**src/pkg/bcec_cfg.svh**
```systemverilog
`ifndef BCEC_CFG_SVH
`define BCEC_CFG_SVH

// ----------------------------------------------------------------
// register offsets (byte addresses)
// ----------------------------------------------------------------
`define BCEC_OFS_CTRL     12'h000
`define BCEC_OFS_STATUS   12'h004
`define BCEC_OFS_IRQ_STAT 12'h008
`define BCEC_OFS_IRQ_MASK 12'h00c
`define BCEC_OFS_BCYCLES  12'h010
`define BCEC_OFS_LASTLEN  12'h014
`define BCEC_OFS_TSTAMP   12'h018
`define BCEC_OFS_EOBTS    12'h01c

// ----------------------------------------------------------------
// control bits
// ----------------------------------------------------------------
`define BCEC_CTRL_CHOKE_REQ 0
`define BCEC_CTRL_ERROR_REQ 1
`define BCEC_CTRL_W         2

// ----------------------------------------------------------------
// status bits
// ----------------------------------------------------------------
`define BCEC_ST_IN_BURST 0
`define BCEC_ST_CHOKE    1
`define BCEC_ST_ERROR    2
`define BCEC_ST_CHK_ACK  3
`define BCEC_ST_ERR_ACK  4
`define BCEC_ST_SEQ_ERR  5

// ----------------------------------------------------------------
// interrupt event bits
// ----------------------------------------------------------------
`define BCEC_EV_SOB     0
`define BCEC_EV_EOB     1
`define BCEC_EV_SEQ     2
`define BCEC_EV_CHOKE   3
`define BCEC_EV_ERROR   4
`define BCEC_EV_RSVD    5
`define BCEC_EV_W       6

// ----------------------------------------------------------------
// command and trigger type codes
// ----------------------------------------------------------------
`define BCEC_CMD_SOB     2'b11
`define BCEC_CMD_EOB     2'b01
`define BCEC_TT_SOB      6'h22
`define BCEC_TT_EOB      6'h23
`define BCEC_TT_CHK_ON   6'h24
`define BCEC_TT_CHK_OFF  6'h25
`define BCEC_TT_ERR_ON   6'h26
`define BCEC_TT_ERR_OFF  6'h2f

// ----------------------------------------------------------------
// reset values
// ----------------------------------------------------------------
`define BCEC_RST_MASK 6'h00

`endif

```
**src/pkg/bcec_pkg.sv**
```systemverilog
package bcec_pkg;

	// broadcast message from the timing link, already sampled
	typedef struct packed {
		logic       valid;
		logic [7:0] word;
	} bcec_bcast_s;

	// trigger pulse with its type code
	typedef struct packed {
		logic       valid;
		logic [5:0] ttype;
	} bcec_trig_s;

	typedef enum logic [2:0] {
		BCEC_IDLE  = 3'b001,
		BCEC_BURST = 3'b010,
		BCEC_LOST  = 3'b100
	} bcec_burst_e;

	typedef enum logic [2:0] {
		BCEC_OFF  = 3'b001,
		BCEC_WAIT = 3'b010,
		BCEC_ACKD = 3'b100
	} bcec_line_e;

endpackage

```
**src/rtl/bcec_ctrl.sv**
```systemverilog
// Local design decisions: register access over APB and the address map.
`timescale 1ns/1ps
`include "bcec_cfg.svh"
// Notes on behaviour
// bits 11 mean start-of-burst, 01 end-of-burst, 10 reserved
// the two burst flags sit in the two lowest command word bits
// trigger processor sends start-of-burst on early warning, before data-taking
// trigger processor sends end-of-burst on delayed extraction end
// start and end must alternate and always be sent
// out-of-order burst command marks burst lost and flags serious error
// count clock cycles between start-of-burst and end-of-burst
// burst timing uses only start/end commands, no other timing input
// choke and error outputs report faults, not routine flow control
// choke rises when overloaded and near losing triggers
// trigger processor stops triggers within about one microsecond
// delivered triggers still processed while choke is high
// error rises on unserviceable request, stale timestamp, any loss
// choke/error held at least until matching on-acknowledge trigger
// trigger processor may mask any source's choke and error lines
// six-bit trigger type; choke/error on/off codes request special frames
// start type enables data-taking, end type disables and asks readout
// start-of-burst synchronously clears local timestamp counter
// after acknowledge, line drops only once its cause has gone
module bcec_ctrl
	import bcec_pkg::*;
(
	// apb slave
	input  wire logic        pclk,
	input  wire logic        presetn,
	input  wire logic        psel,
	input  wire logic        penable,
	input  wire logic        pwrite,
	input  wire logic [11:0] paddr,
	input  wire logic [31:0] pwdata,
	output logic      [31:0] prdata,
	output logic             pready,
	output logic             pslverr,
	// timing link, asynchronous to pclk
	input  wire logic        link_clk,
	input  wire logic        bcast_strobe,
	input  wire logic [7:0]  bcast_word,
	input  wire logic        trig_pulse,
	input  wire logic [5:0]  trig_type,
	// local fault causes, same domain
	input  wire logic        overload,
	input  wire logic        trig_unserviceable,
	input  wire logic        trig_stale,
	// outputs to trigger processor and readout, and the interrupt
	output logic             choke,
	output logic             error,
	output logic             data_taking,
	output logic             special_frame,
	output logic             eob_readout,
	output logic             irq
);

	// ----------------------------------------------------------------
	// link input synchronisers
	// ----------------------------------------------------------------
	logic [16:0] sync1;
	logic [16:0] sync2;
	logic        lclk_d;
	bcec_bcast_s bcast;
	bcec_trig_s  trig;

	// two flops per input; strobes sampled after link edge
	always_ff @(posedge pclk or negedge presetn) begin
		if (!presetn) begin
			sync1 <= 17'h00000;
			sync2 <= 17'h00000;
		end else begin
			sync1 <= {link_clk, bcast_strobe, bcast_word, trig_pulse, trig_type};
			sync2 <= sync1;
		end
	end

	// rising edge of link clock found in pclk domain
	always_ff @(posedge pclk or negedge presetn) begin
		if (!presetn) begin
			lclk_d <= 1'b0;
		end else begin
			lclk_d <= sync2[16];
		end
	end

	logic lclk_rise;
	assign lclk_rise   = sync2[16] & ~lclk_d;
	// data is stable across the edge since it launches on the far edge
	assign bcast.valid = lclk_rise & sync2[15];
	assign bcast.word  = sync2[14:7];
	assign trig.valid  = lclk_rise & sync2[6];
	assign trig.ttype  = sync2[5:0];

	// ----------------------------------------------------------------
	// burst command decode
	// ----------------------------------------------------------------
	logic [1:0] cmd;
	logic       cmd_sob;
	logic       cmd_eob;
	logic       cmd_rsvd;
	// bunch_count_clear_bit is bit 0, event_count_clear_bit bit 1
	assign cmd      = {bcast.word[1], bcast.word[0]};
	assign cmd_sob  = bcast.valid & (cmd == `BCEC_CMD_SOB);
	assign cmd_eob  = bcast.valid & (cmd == `BCEC_CMD_EOB);
	assign cmd_rsvd = bcast.valid & (cmd == 2'b10);

	// ----------------------------------------------------------------
	// burst sequencer
	// ----------------------------------------------------------------
	bcec_burst_e burst;
	logic        seq_err_ev;
	// only the commands drive burst state, no other timing input
	assign seq_err_ev = (cmd_sob & (burst != BCEC_IDLE))
		| (cmd_eob & (burst == BCEC_IDLE));

	always_ff @(posedge pclk or negedge presetn) begin
		if (!presetn) begin
			burst <= BCEC_IDLE;
		end else begin
			case (burst)
			BCEC_IDLE: begin
				if (cmd_sob) begin
					burst <= BCEC_BURST;
				end
			end
			BCEC_BURST: begin
				if (cmd_sob) begin
					burst <= BCEC_LOST;
				end else if (cmd_eob) begin
					burst <= BCEC_IDLE;
				end
			end
			BCEC_LOST: begin
				if (cmd_eob) begin
					burst <= BCEC_IDLE;
				end
			end
			default: begin
				burst <= BCEC_IDLE;
			end
			endcase
		end
	end

	// ----------------------------------------------------------------
	// cycle counting and timestamp
	// ----------------------------------------------------------------
	logic [31:0] burst_cycles;
	logic [31:0] last_len;
	logic [31:0] tstamp;
	logic [31:0] eob_tstamp;

	// counts link clock cycles inside the burst
	always_ff @(posedge pclk or negedge presetn) begin
		if (!presetn) begin
			burst_cycles <= 32'h00000000;
			last_len     <= 32'h00000000;
		end else if (cmd_sob) begin
			burst_cycles <= 32'h00000000;
		end else if (cmd_eob && burst != BCEC_IDLE) begin
			last_len <= burst_cycles;
		end else if (lclk_rise && burst != BCEC_IDLE) begin
			burst_cycles <= burst_cycles + 32'h00000001;
		end
	end

	// free-running stamp, cleared by start-of-burst
	always_ff @(posedge pclk or negedge presetn) begin
		if (!presetn) begin
			tstamp     <= 32'h00000000;
			eob_tstamp <= 32'h00000000;
		end else begin
			if (cmd_sob) begin
				tstamp <= 32'h00000000;
			end else if (lclk_rise) begin
				tstamp <= tstamp + 32'h00000001;
			end
			if (cmd_eob) begin
				eob_tstamp <= tstamp;
			end
		end
	end

	// ----------------------------------------------------------------
	// trigger type actions
	// ----------------------------------------------------------------
	logic ack_choke;
	logic ack_error;
	assign ack_choke = trig.valid & (trig.ttype == `BCEC_TT_CHK_ON);
	assign ack_error = trig.valid & (trig.ttype == `BCEC_TT_ERR_ON);

	// data-taking gate and one-cycle readout requests
	always_ff @(posedge pclk or negedge presetn) begin
		if (!presetn) begin
			data_taking   <= 1'b0;
			special_frame <= 1'b0;
			eob_readout   <= 1'b0;
		end else begin
			special_frame <= trig.valid & (trig.ttype == `BCEC_TT_SOB
				|| trig.ttype == `BCEC_TT_CHK_ON || trig.ttype == `BCEC_TT_CHK_OFF
				|| trig.ttype == `BCEC_TT_ERR_ON || trig.ttype == `BCEC_TT_ERR_OFF);
			eob_readout   <= trig.valid & (trig.ttype == `BCEC_TT_EOB);
			if (trig.valid && trig.ttype == `BCEC_TT_SOB) begin
				data_taking <= 1'b1;
			end else if (trig.valid && trig.ttype == `BCEC_TT_EOB) begin
				data_taking <= 1'b0;
			end
		end
	end

	// ----------------------------------------------------------------
	// choke and error lines
	// ----------------------------------------------------------------
	logic [`BCEC_CTRL_W-1:0] ctrl;
	logic                    choke_cause;
	logic                    error_cause;
	logic                    seq_err;
	bcec_line_e              chk_st;
	bcec_line_e              err_st;

	// triggers keep flowing to readout regardless of choke
	assign choke_cause = overload | ctrl[`BCEC_CTRL_CHOKE_REQ];
	assign error_cause = trig_unserviceable | trig_stale | seq_err
		| ctrl[`BCEC_CTRL_ERROR_REQ];

	// sequence error latched until next clean start
	always_ff @(posedge pclk or negedge presetn) begin
		if (!presetn) begin
			seq_err <= 1'b0;
		end else if (seq_err_ev) begin
			seq_err <= 1'b1;
		end else if (cmd_sob) begin
			seq_err <= 1'b0;
		end
	end

	// choke held until ack, then until cause gone
	always_ff @(posedge pclk or negedge presetn) begin
		if (!presetn) begin
			chk_st <= BCEC_OFF;
		end else begin
			case (chk_st)
			BCEC_OFF:  if (choke_cause) chk_st <= BCEC_WAIT;
			BCEC_WAIT: if (ack_choke) chk_st <= BCEC_ACKD;
			BCEC_ACKD: if (!choke_cause) chk_st <= BCEC_OFF;
			default:   chk_st <= BCEC_OFF;
			endcase
		end
	end

	// error line, same discipline
	always_ff @(posedge pclk or negedge presetn) begin
		if (!presetn) begin
			err_st <= BCEC_OFF;
		end else begin
			case (err_st)
			BCEC_OFF:  if (error_cause) err_st <= BCEC_WAIT;
			BCEC_WAIT: if (ack_error) err_st <= BCEC_ACKD;
			BCEC_ACKD: if (!error_cause) err_st <= BCEC_OFF;
			default:   err_st <= BCEC_OFF;
			endcase
		end
	end

	// fault lines only, never a flow-control handshake
	assign choke = (chk_st != BCEC_OFF);
	assign error = (err_st != BCEC_OFF);

	// ----------------------------------------------------------------
	// interrupts
	// ----------------------------------------------------------------
	logic [`BCEC_EV_W-1:0] irq_stat;
	logic [`BCEC_EV_W-1:0] irq_mask;
	logic [`BCEC_EV_W-1:0] ev;
	logic                  rd_stat;
	logic                  acc;

	assign acc     = psel & penable;
	assign rd_stat = acc & ~pwrite & (paddr == `BCEC_OFS_IRQ_STAT);
	// entry into a held line is the event, so a read can clear it while held
	assign ev      = {cmd_rsvd, (err_st == BCEC_OFF) & error_cause,
		(chk_st == BCEC_OFF) & choke_cause, seq_err_ev, cmd_eob, cmd_sob};

	// read clears only what the setup cycle reported; new events still set
	always_ff @(posedge pclk or negedge presetn) begin
		if (!presetn) begin
			irq_stat <= 6'h00;
		end else begin
			irq_stat <= (rd_stat ? (irq_stat & ~prdata[5:0]) : irq_stat) | ev;
		end
	end

	assign irq = |(irq_stat & irq_mask);

	// ----------------------------------------------------------------
	// apb registers
	// ----------------------------------------------------------------
	// zero wait states keep the slave trivially timed
	assign pready  = 1'b1;
	assign pslverr = 1'b0;

	always_ff @(posedge pclk or negedge presetn) begin
		if (!presetn) begin
			ctrl     <= 2'b00;
			irq_mask <= `BCEC_RST_MASK;
		end else if (acc && pwrite) begin
			if (paddr == `BCEC_OFS_CTRL) ctrl <= pwdata[1:0];
			if (paddr == `BCEC_OFS_IRQ_MASK) irq_mask <= pwdata[5:0];
		end
	end

	// read data registered at setup so it is ready in access
	always_ff @(posedge pclk or negedge presetn) begin
		if (!presetn) begin
			prdata <= 32'h00000000;
		end else if (psel && !penable && !pwrite) begin
			case (paddr)
			`BCEC_OFS_CTRL:     prdata <= {30'h0, ctrl};
			`BCEC_OFS_STATUS:   prdata <= {26'h0, seq_err, err_st == BCEC_ACKD,
				chk_st == BCEC_ACKD, error, choke, burst == BCEC_BURST};
			`BCEC_OFS_IRQ_STAT: prdata <= {26'h0, irq_stat};
			`BCEC_OFS_IRQ_MASK: prdata <= {26'h0, irq_mask};
			`BCEC_OFS_BCYCLES:  prdata <= burst_cycles;
			`BCEC_OFS_LASTLEN:  prdata <= last_len;
			`BCEC_OFS_TSTAMP:   prdata <= tstamp;
			`BCEC_OFS_EOBTS:    prdata <= eob_tstamp;
			default:            prdata <= 32'h00000000;
			endcase
		end
	end

endmodule

```
**config.mk**
```make
export PLATFORM = sky130hd
export DESIGN_NAME = bcec_ctrl
export DESIGN_NICKNAME = d
export VERILOG_FILES = /design/src/pkg/bcec_pkg.sv /design/src/rtl/bcec_ctrl.sv
export VERILOG_INCLUDE_DIRS = /design/src /design/src/pkg
export SDC_FILE = /design/constraint.sdc
export NUM_CORES = 1
export LEC_CHECK = 0
export ABC_AREA = 1
export BUFFER_PORTS_ARGS = -buffer_cell sky130_fd_sc_hd__buf_2
export CAP_MARGIN = 10
export CORE_ASPECT_RATIO = 0.5
export CORE_MARGIN = 5
export CORE_UTILIZATION = 30
export CTS_CLUSTER_DIAMETER = 150
export DETAILED_ROUTE_END_ITERATION = 10
export SLEW_MARGIN = 20
export SYNTH_ARGS = -nofsm -noshare
export SYNTH_HDL_FRONTEND = slang
export SYNTH_SLANG_ARGS = --single-unit
```
**constraint.sdc**
```tcl
create_clock -name pclk -period 2.3 [get_ports pclk]
set_input_delay 0.115 -clock pclk [delete_from_list [all_inputs] [get_ports pclk]]
set_output_delay 0.115 -clock pclk [all_outputs]
set_load 0.02 [all_outputs]
```
Word-level counts from Yosys, hierarchy flattened
Cells that the tools add are included.

Register bits after elaboration: 222. Bits in latches: 0. Memory bits (writable): 0. ROM bits: 0. Bits of input ports: 69. Word-level logic and storage cells: 133. Memories kept: 0.

Add/subtract/negate cells: 2. Multipliers: 0. Divide/modulo/power cells: 0. $lt $le $gt $ge: 0. Equal/unequal tests: 36. Shifts and indexed selects: 0. Mux-type cells: 23. Bitwise logic cells: 29. Reductions and logical operators: 25.

Operators by type and width (count): 32-bit case mux with 8 select lines (1); 32-bit two-way mux (5); 32-bit by 1-bit adder with 32-bit output, second input constant (2); 12-bit by 5-bit == test with 1-bit output, second input constant (4); 6-bit == test, second input constant (6); 3-bit two-way mux (9); 3-bit case mux with 3 select lines (3); 12-bit by 4-bit == test with 1-bit output, second input constant (2); 1-bit bitwise AND (17); 2-bit inequality test, second input constant (8); 6-bit bitwise AND (2); 12-bit by 3-bit == test with 1-bit output, second input constant (1); 12-bit zero test (1); 3-bit by 1-bit == test with 1-bit output, second input constant (3); 3-bit by 2-bit == test with 1-bit output, second input constant (3); 3-bit == test, second input constant (3); 3-bit by 1-bit inequality test with 1-bit output, second input constant (3); 2-bit AND reduction (4); 2-bit nonzero test (4); 1-bit logical AND (7); 6-bit two-way mux (1); 6-bit NOT (1); 6-bit bitwise OR (1); 3-bit AND reduction (2); other kinds (8) (22).

Depth between registers and ports, before layout
Depth after elaboration: 7. Mapped depth: 11. Gate-level depth less buffers: 11.

Least setup slack after synthesis
Ideal clock, no wire load.

Kind: reg-to-reg. Start: reg chk_st[0]. End: reg prdata[1]. Setup time: 0.116 ns. Arrival time: 1.321 ns. Data required time: 2.184 ns. Setup slack: 0.863 ns. Stages on the path, launching flop included: 10. Buffers on the path: 0. Path through: dfstp_2 -> inv_1 -> nor3_1 -> inv_1 -> nand3_1 -> nand2_1 -> nor2_1 -> nand2_1 -> nand2_1 -> nand2_1.

Cells in the longest elaborated chain, start to end: 2.

RTL lines: start, declared (RTL line bcec_ctrl.sv:218) `bcec_line_e chk_st;`; start signal, assigned (RTL line bcec_ctrl.sv:240) `chk_st <= BCEC_OFF;`; start signal, assigned (RTL line bcec_ctrl.sv:243) `BCEC_OFF: if (choke_cause) chk_st <= BCEC_WAIT;`; start signal, assigned (RTL line bcec_ctrl.sv:244) `BCEC_WAIT: if (ack_choke) chk_st <= BCEC_ACKD;`; 3-bit by 1-bit inequality test with 1-bit output (RTL line bcec_ctrl.sv:266) `assign choke = (chk_st != BCEC_OFF);`; named net choke (RTL line bcec_ctrl.sv:49) `output logic choke,`; 32-bit case mux with 8 select lines (RTL line bcec_ctrl.sv:317) `case (paddr)`; end signal, assigned (RTL line bcec_ctrl.sv:318) `` `BCEC_OFS_CTRL: prdata <= {30'h0, ctrl}; ``; end signal, assigned (RTL line bcec_ctrl.sv:319) `` `BCEC_OFS_STATUS: prdata <= {26'h0, seq_err, err_st == BCEC_ACKD, ``; end signal, assigned (RTL line bcec_ctrl.sv:321) `` `BCEC_OFS_IRQ_STAT: prdata <= {26'h0, irq_stat}; ``; end, declared (RTL line bcec_ctrl.sv:35) `output logic [31:0] prdata,`.

The timed path passes the listed nets, and every way through them passes these cells. A chain may end at the register's enable or synchronous reset.

Worst setup path after layout
Start: reg lclk_d. End: reg burst_cycles[7].

Cells in the longest elaborated chain, start to end: 7. Elaborated cells between the ends (all ways): 11.

RTL lines: start, declared (RTL line bcec_ctrl.sv:62) `logic lclk_d;`; start signal, assigned (RTL line bcec_ctrl.sv:82) `lclk_d <= sync2[16];`; 1-bit NOT (*) (RTL line bcec_ctrl.sv:87) `assign lclk_rise = sync2[16] & ~lclk_d;`; 1-bit bitwise AND (*) (RTL line bcec_ctrl.sv:87); 1-bit bitwise AND (RTL line bcec_ctrl.sv:89) `assign bcast.valid = lclk_rise & sync2[15];`; 1-bit bitwise AND (RTL line bcec_ctrl.sv:104) `` assign cmd_eob = bcast.valid & (cmd == `BCEC_CMD_EOB); ``; 1-bit logical AND (RTL line bcec_ctrl.sv:160) `end else if (cmd_eob && burst != BCEC_IDLE) begin`; 2-bit inequality test (no line); 2-bit AND reduction (no line); end signal, assigned (RTL line bcec_ctrl.sv:163) `burst_cycles <= burst_cycles + 32'h00000001;`; end, declared (RTL line bcec_ctrl.sv:148) `logic [31:0] burst_cycles;`.

Mark *: on every way between the ends. The rest lies on a longest branch, timed or not.

==> results.json <==
{
  "synth_area_um2": 10900,
  "gr-total-overflow": 0,
  "cp-end-kind": "register",
  "grt_max_degree": 71,
  "yosysTopAreaCell": "dfrtp_1",
  "pwr-share-clk": 0.402,
  "power_leakage_nw": 5.67,
  "status": "finished, final reports clean",
  "max_slew_margin": 0.417,
  "gp_congestion": 0.883,
  "num-nets-final": 1566,
  "powerDensity_nw_per_um2": 673,
  "first_global_vias": 8978,
  "synth_edf_count": 0,
  "n_antenna_cell": 0,
  "synth.most_common_cell": "nand2_1",
  "area_growth_pct": 15.5,
  "multi_input_area_um2": 4700,
  "first_pass_iters": 5,
  "avgSynthCellArea_um2": 7.68,
  "cts_resized": 0,
  "netlist_instances": 1416,
  "cts_setup_buffers": 0,
  "setup_tns_ns": 0,
  "seq_area_um2": 5260,
  "cts_buffers": 23,
  "setup_viol_count_final": 0,
  "cts_tree": "yes",
  "ant_nets": 0,
  "yosys_warnings": 0,
  "clockRootBuffer": "clkbuf_16",
  "critical_path_class": "reg -> reg",
  "vias": 9402,
  "drt_iter0_drc": 736,
  "drv_slew": 0,
  "clk_pin_slew_ns": 0.06,
  "intPower_mw": 6.10,
  "drc_errors": 0,
  "synth_ff_type": "dfrtp_1",
  "initial_core_util": 0.303,
  "synth-seq-area-share": 0.484,
  "routed_wl_mm": 29.8,
  "antenna_found_initial": 0,
  "r2r_cells": 9,
  "hold_viol": 0,
  "synthesis.nets": 1487,
  "vias_per_cell": 4.72,
  "die_w_um": 279,
  "die_height_um": 145,
  "grt_pass1_wl_mm": 48.7,
  "dp_hpwl_mm": 21.0,
  "cp_max_fo": 33,
  "io_pins": 109,
  "fillerInstances": 3754,
  "rows": 49,
  "hold_class": "in -> reg",
  "clk_latency_ns": 0.51,
  "cts_htree_levels": 1,
  "crit_required_ns": 2.70,
  "finalPower_mw": 8.45,
  "clock-sinks": 210,
  "drive_above_1_share": 0.123,
  "power_frac_seq": 0.485,
  "synth.distinct_cells": 44,
  "synth_top_area_frac": 0.477,
  "critPathLaunchType": "register",
  "hold_path_depth": 5,
  "synth.area.top_cells": "dfrtp_1, nand2_1, nand3_1, o21ai_0, nor2_1",
  "clock_path_buffers": 3,
  "async_flop_share": 1.00,
  "wire_per_inst_um": 14.9,
  "min_period_ns": 1.91,
  "die-area_um2": 40400,
  "max_freq_mhz": 523,
  "netlist_top_cells_count": "nand2_1, dfrtp_1, nand3_1, nor2_1, inv_1",
  "cts_hold_buf": 19,
  "pwr-share-comb": 0.112,
  "sw_frac_of_total": 0.279,
  "finalCritPeriodShare": 0.831,
  "peakVddDrop_mv": 0.540,
  "worst_slew_pin_slew_ns": 0.873,
  "core_area_um2": 35900,
  "cap_viol_max_count": 0,
  "gr-usage-all-layers": 0.147,
  "port_buffers": 74,
  "rsz0062_at_grt": "false",
  "skew_ns": 0.0161,
  "p_sw_mw": 2.36,
  "synth_seq_cells": 210,
  "worstPathArrival_ns": 2.31
}
## worst max-delay path: stages (launching register included)
cell and delay, ns:
dfrtp_1 0.44, nor2_8 0.32, nand4_2 0.20, nand2_1 0.15, nand2_4 0.07, buf_4 0.24, nor2_1 0.11, nand2_1 0.08
nor2_1 0.13, nor2_1 0.05
## cell type report
cell class / instances / area share
repair buffers: 112 / 0.0618
clock inverters: 10 / 0.00518
well taps: 484 / 0.0482
inverters: 141 / 0.0424
multi-input cells: 1007 / 0.375
flip-flops and latches: 210 / 0.419
clock buffers: 30 / 0.0487
## cells by family after synthesis
kind of cell               after synthesis  share of synthesized area
xor gates and xnor gates                 3                    0.00242
buffers and inverters                  199                     0.0842
AOI/OAI and AO/OA                      235                      0.113
other                                    2                   0.000691
DFF                                    210                      0.484
muxes                                    6                    0.00622
and+or+nand+nor                        759                      0.307
adders and majority gates                2                    0.00230
## power groups by stage
stage	registers, mW	logic [mW]	clock network, mW
6_report	4.10	0.949	3.40
5_1_grt	4.13	1.09	3.65
4_1_cts	4.10	0.961	3.49
3_5_place_dp	4.17	0.930	0
3_3_place_gp	4.17	0.912	0
2_1_floorplan	4.12	0.647	0
## sequential cells by signal, indices dropped and copies added (netlist names), 2 cells and up
name,count
sync2,11
prdata,32
irq_mask,6
burst,3
chk_st,3
tstamp,32
irq_stat,6
ctrl,2
burst_cycles,32
last_len,32
sync1,11
eob_tstamp,32
err_st,3
## path summary, 6_finish.rpt
path	startpoint	endpoint	slack (ns)
min in group asynchronous	presetn	tstamp[12]	0.15
max in group asynchronous	presetn	eob_tstamp[29]	1.39
worst min-delay path	trig_unserviceable	irq_stat[4]	0.02
worst max-delay path	lclk_d	burst_cycles[7]	0.39
worst min register to register	sync1[15]	sync2[15]	0.35
worst max register to register	lclk_d	burst_cycles[7]	0.39
## layer usage
metal,global-route usage,up-vias,part of all wire
met1,0.206,4425,0.47
met5,0,-,0
met4,0.0335,0,0.021
li1,-,4756,-
met2,0.242,184,0.45
met3,0.0244,37,0.056
## through the flow
stage	instances	cell area (µm²)	utilization	hold WS (ns)	setup WS [ns]
after floorplan	1416	10900	-	-0.181	0.863
after global placement	1935	11700	0.326	0.126	0.427
after detailed placement	1935	11700	0.326	0.131	0.374
after CTS	1994	12600	0.350	0.00766	0.362
after global routing	1994	12600	0.350	0.0616	0.197
final	1994	12600	0.350	0.0151	0.390
## placed cells by master, fill, tap and decap left out, drive strengths merged, types with 3 or more instances in the layout
master / netlist / layout
dlygate4sd3: 0 / 19
clkinvlp: 0 / 3
nand2: 385 / 385
buf: 50 / 93
nand4: 25 / 25
dfstp: 3 / 3
dfrtp: 207 / 207
mux2: 6 / 6
clkbuf: 8 / 30
a21oi: 22 / 22
nand3: 156 / 156
inv: 141 / 141
nor3: 19 / 19
o21ai: 204 / 204
nor2: 167 / 167
clkinv: 0 / 7
(Power assumes the default switching activity.)
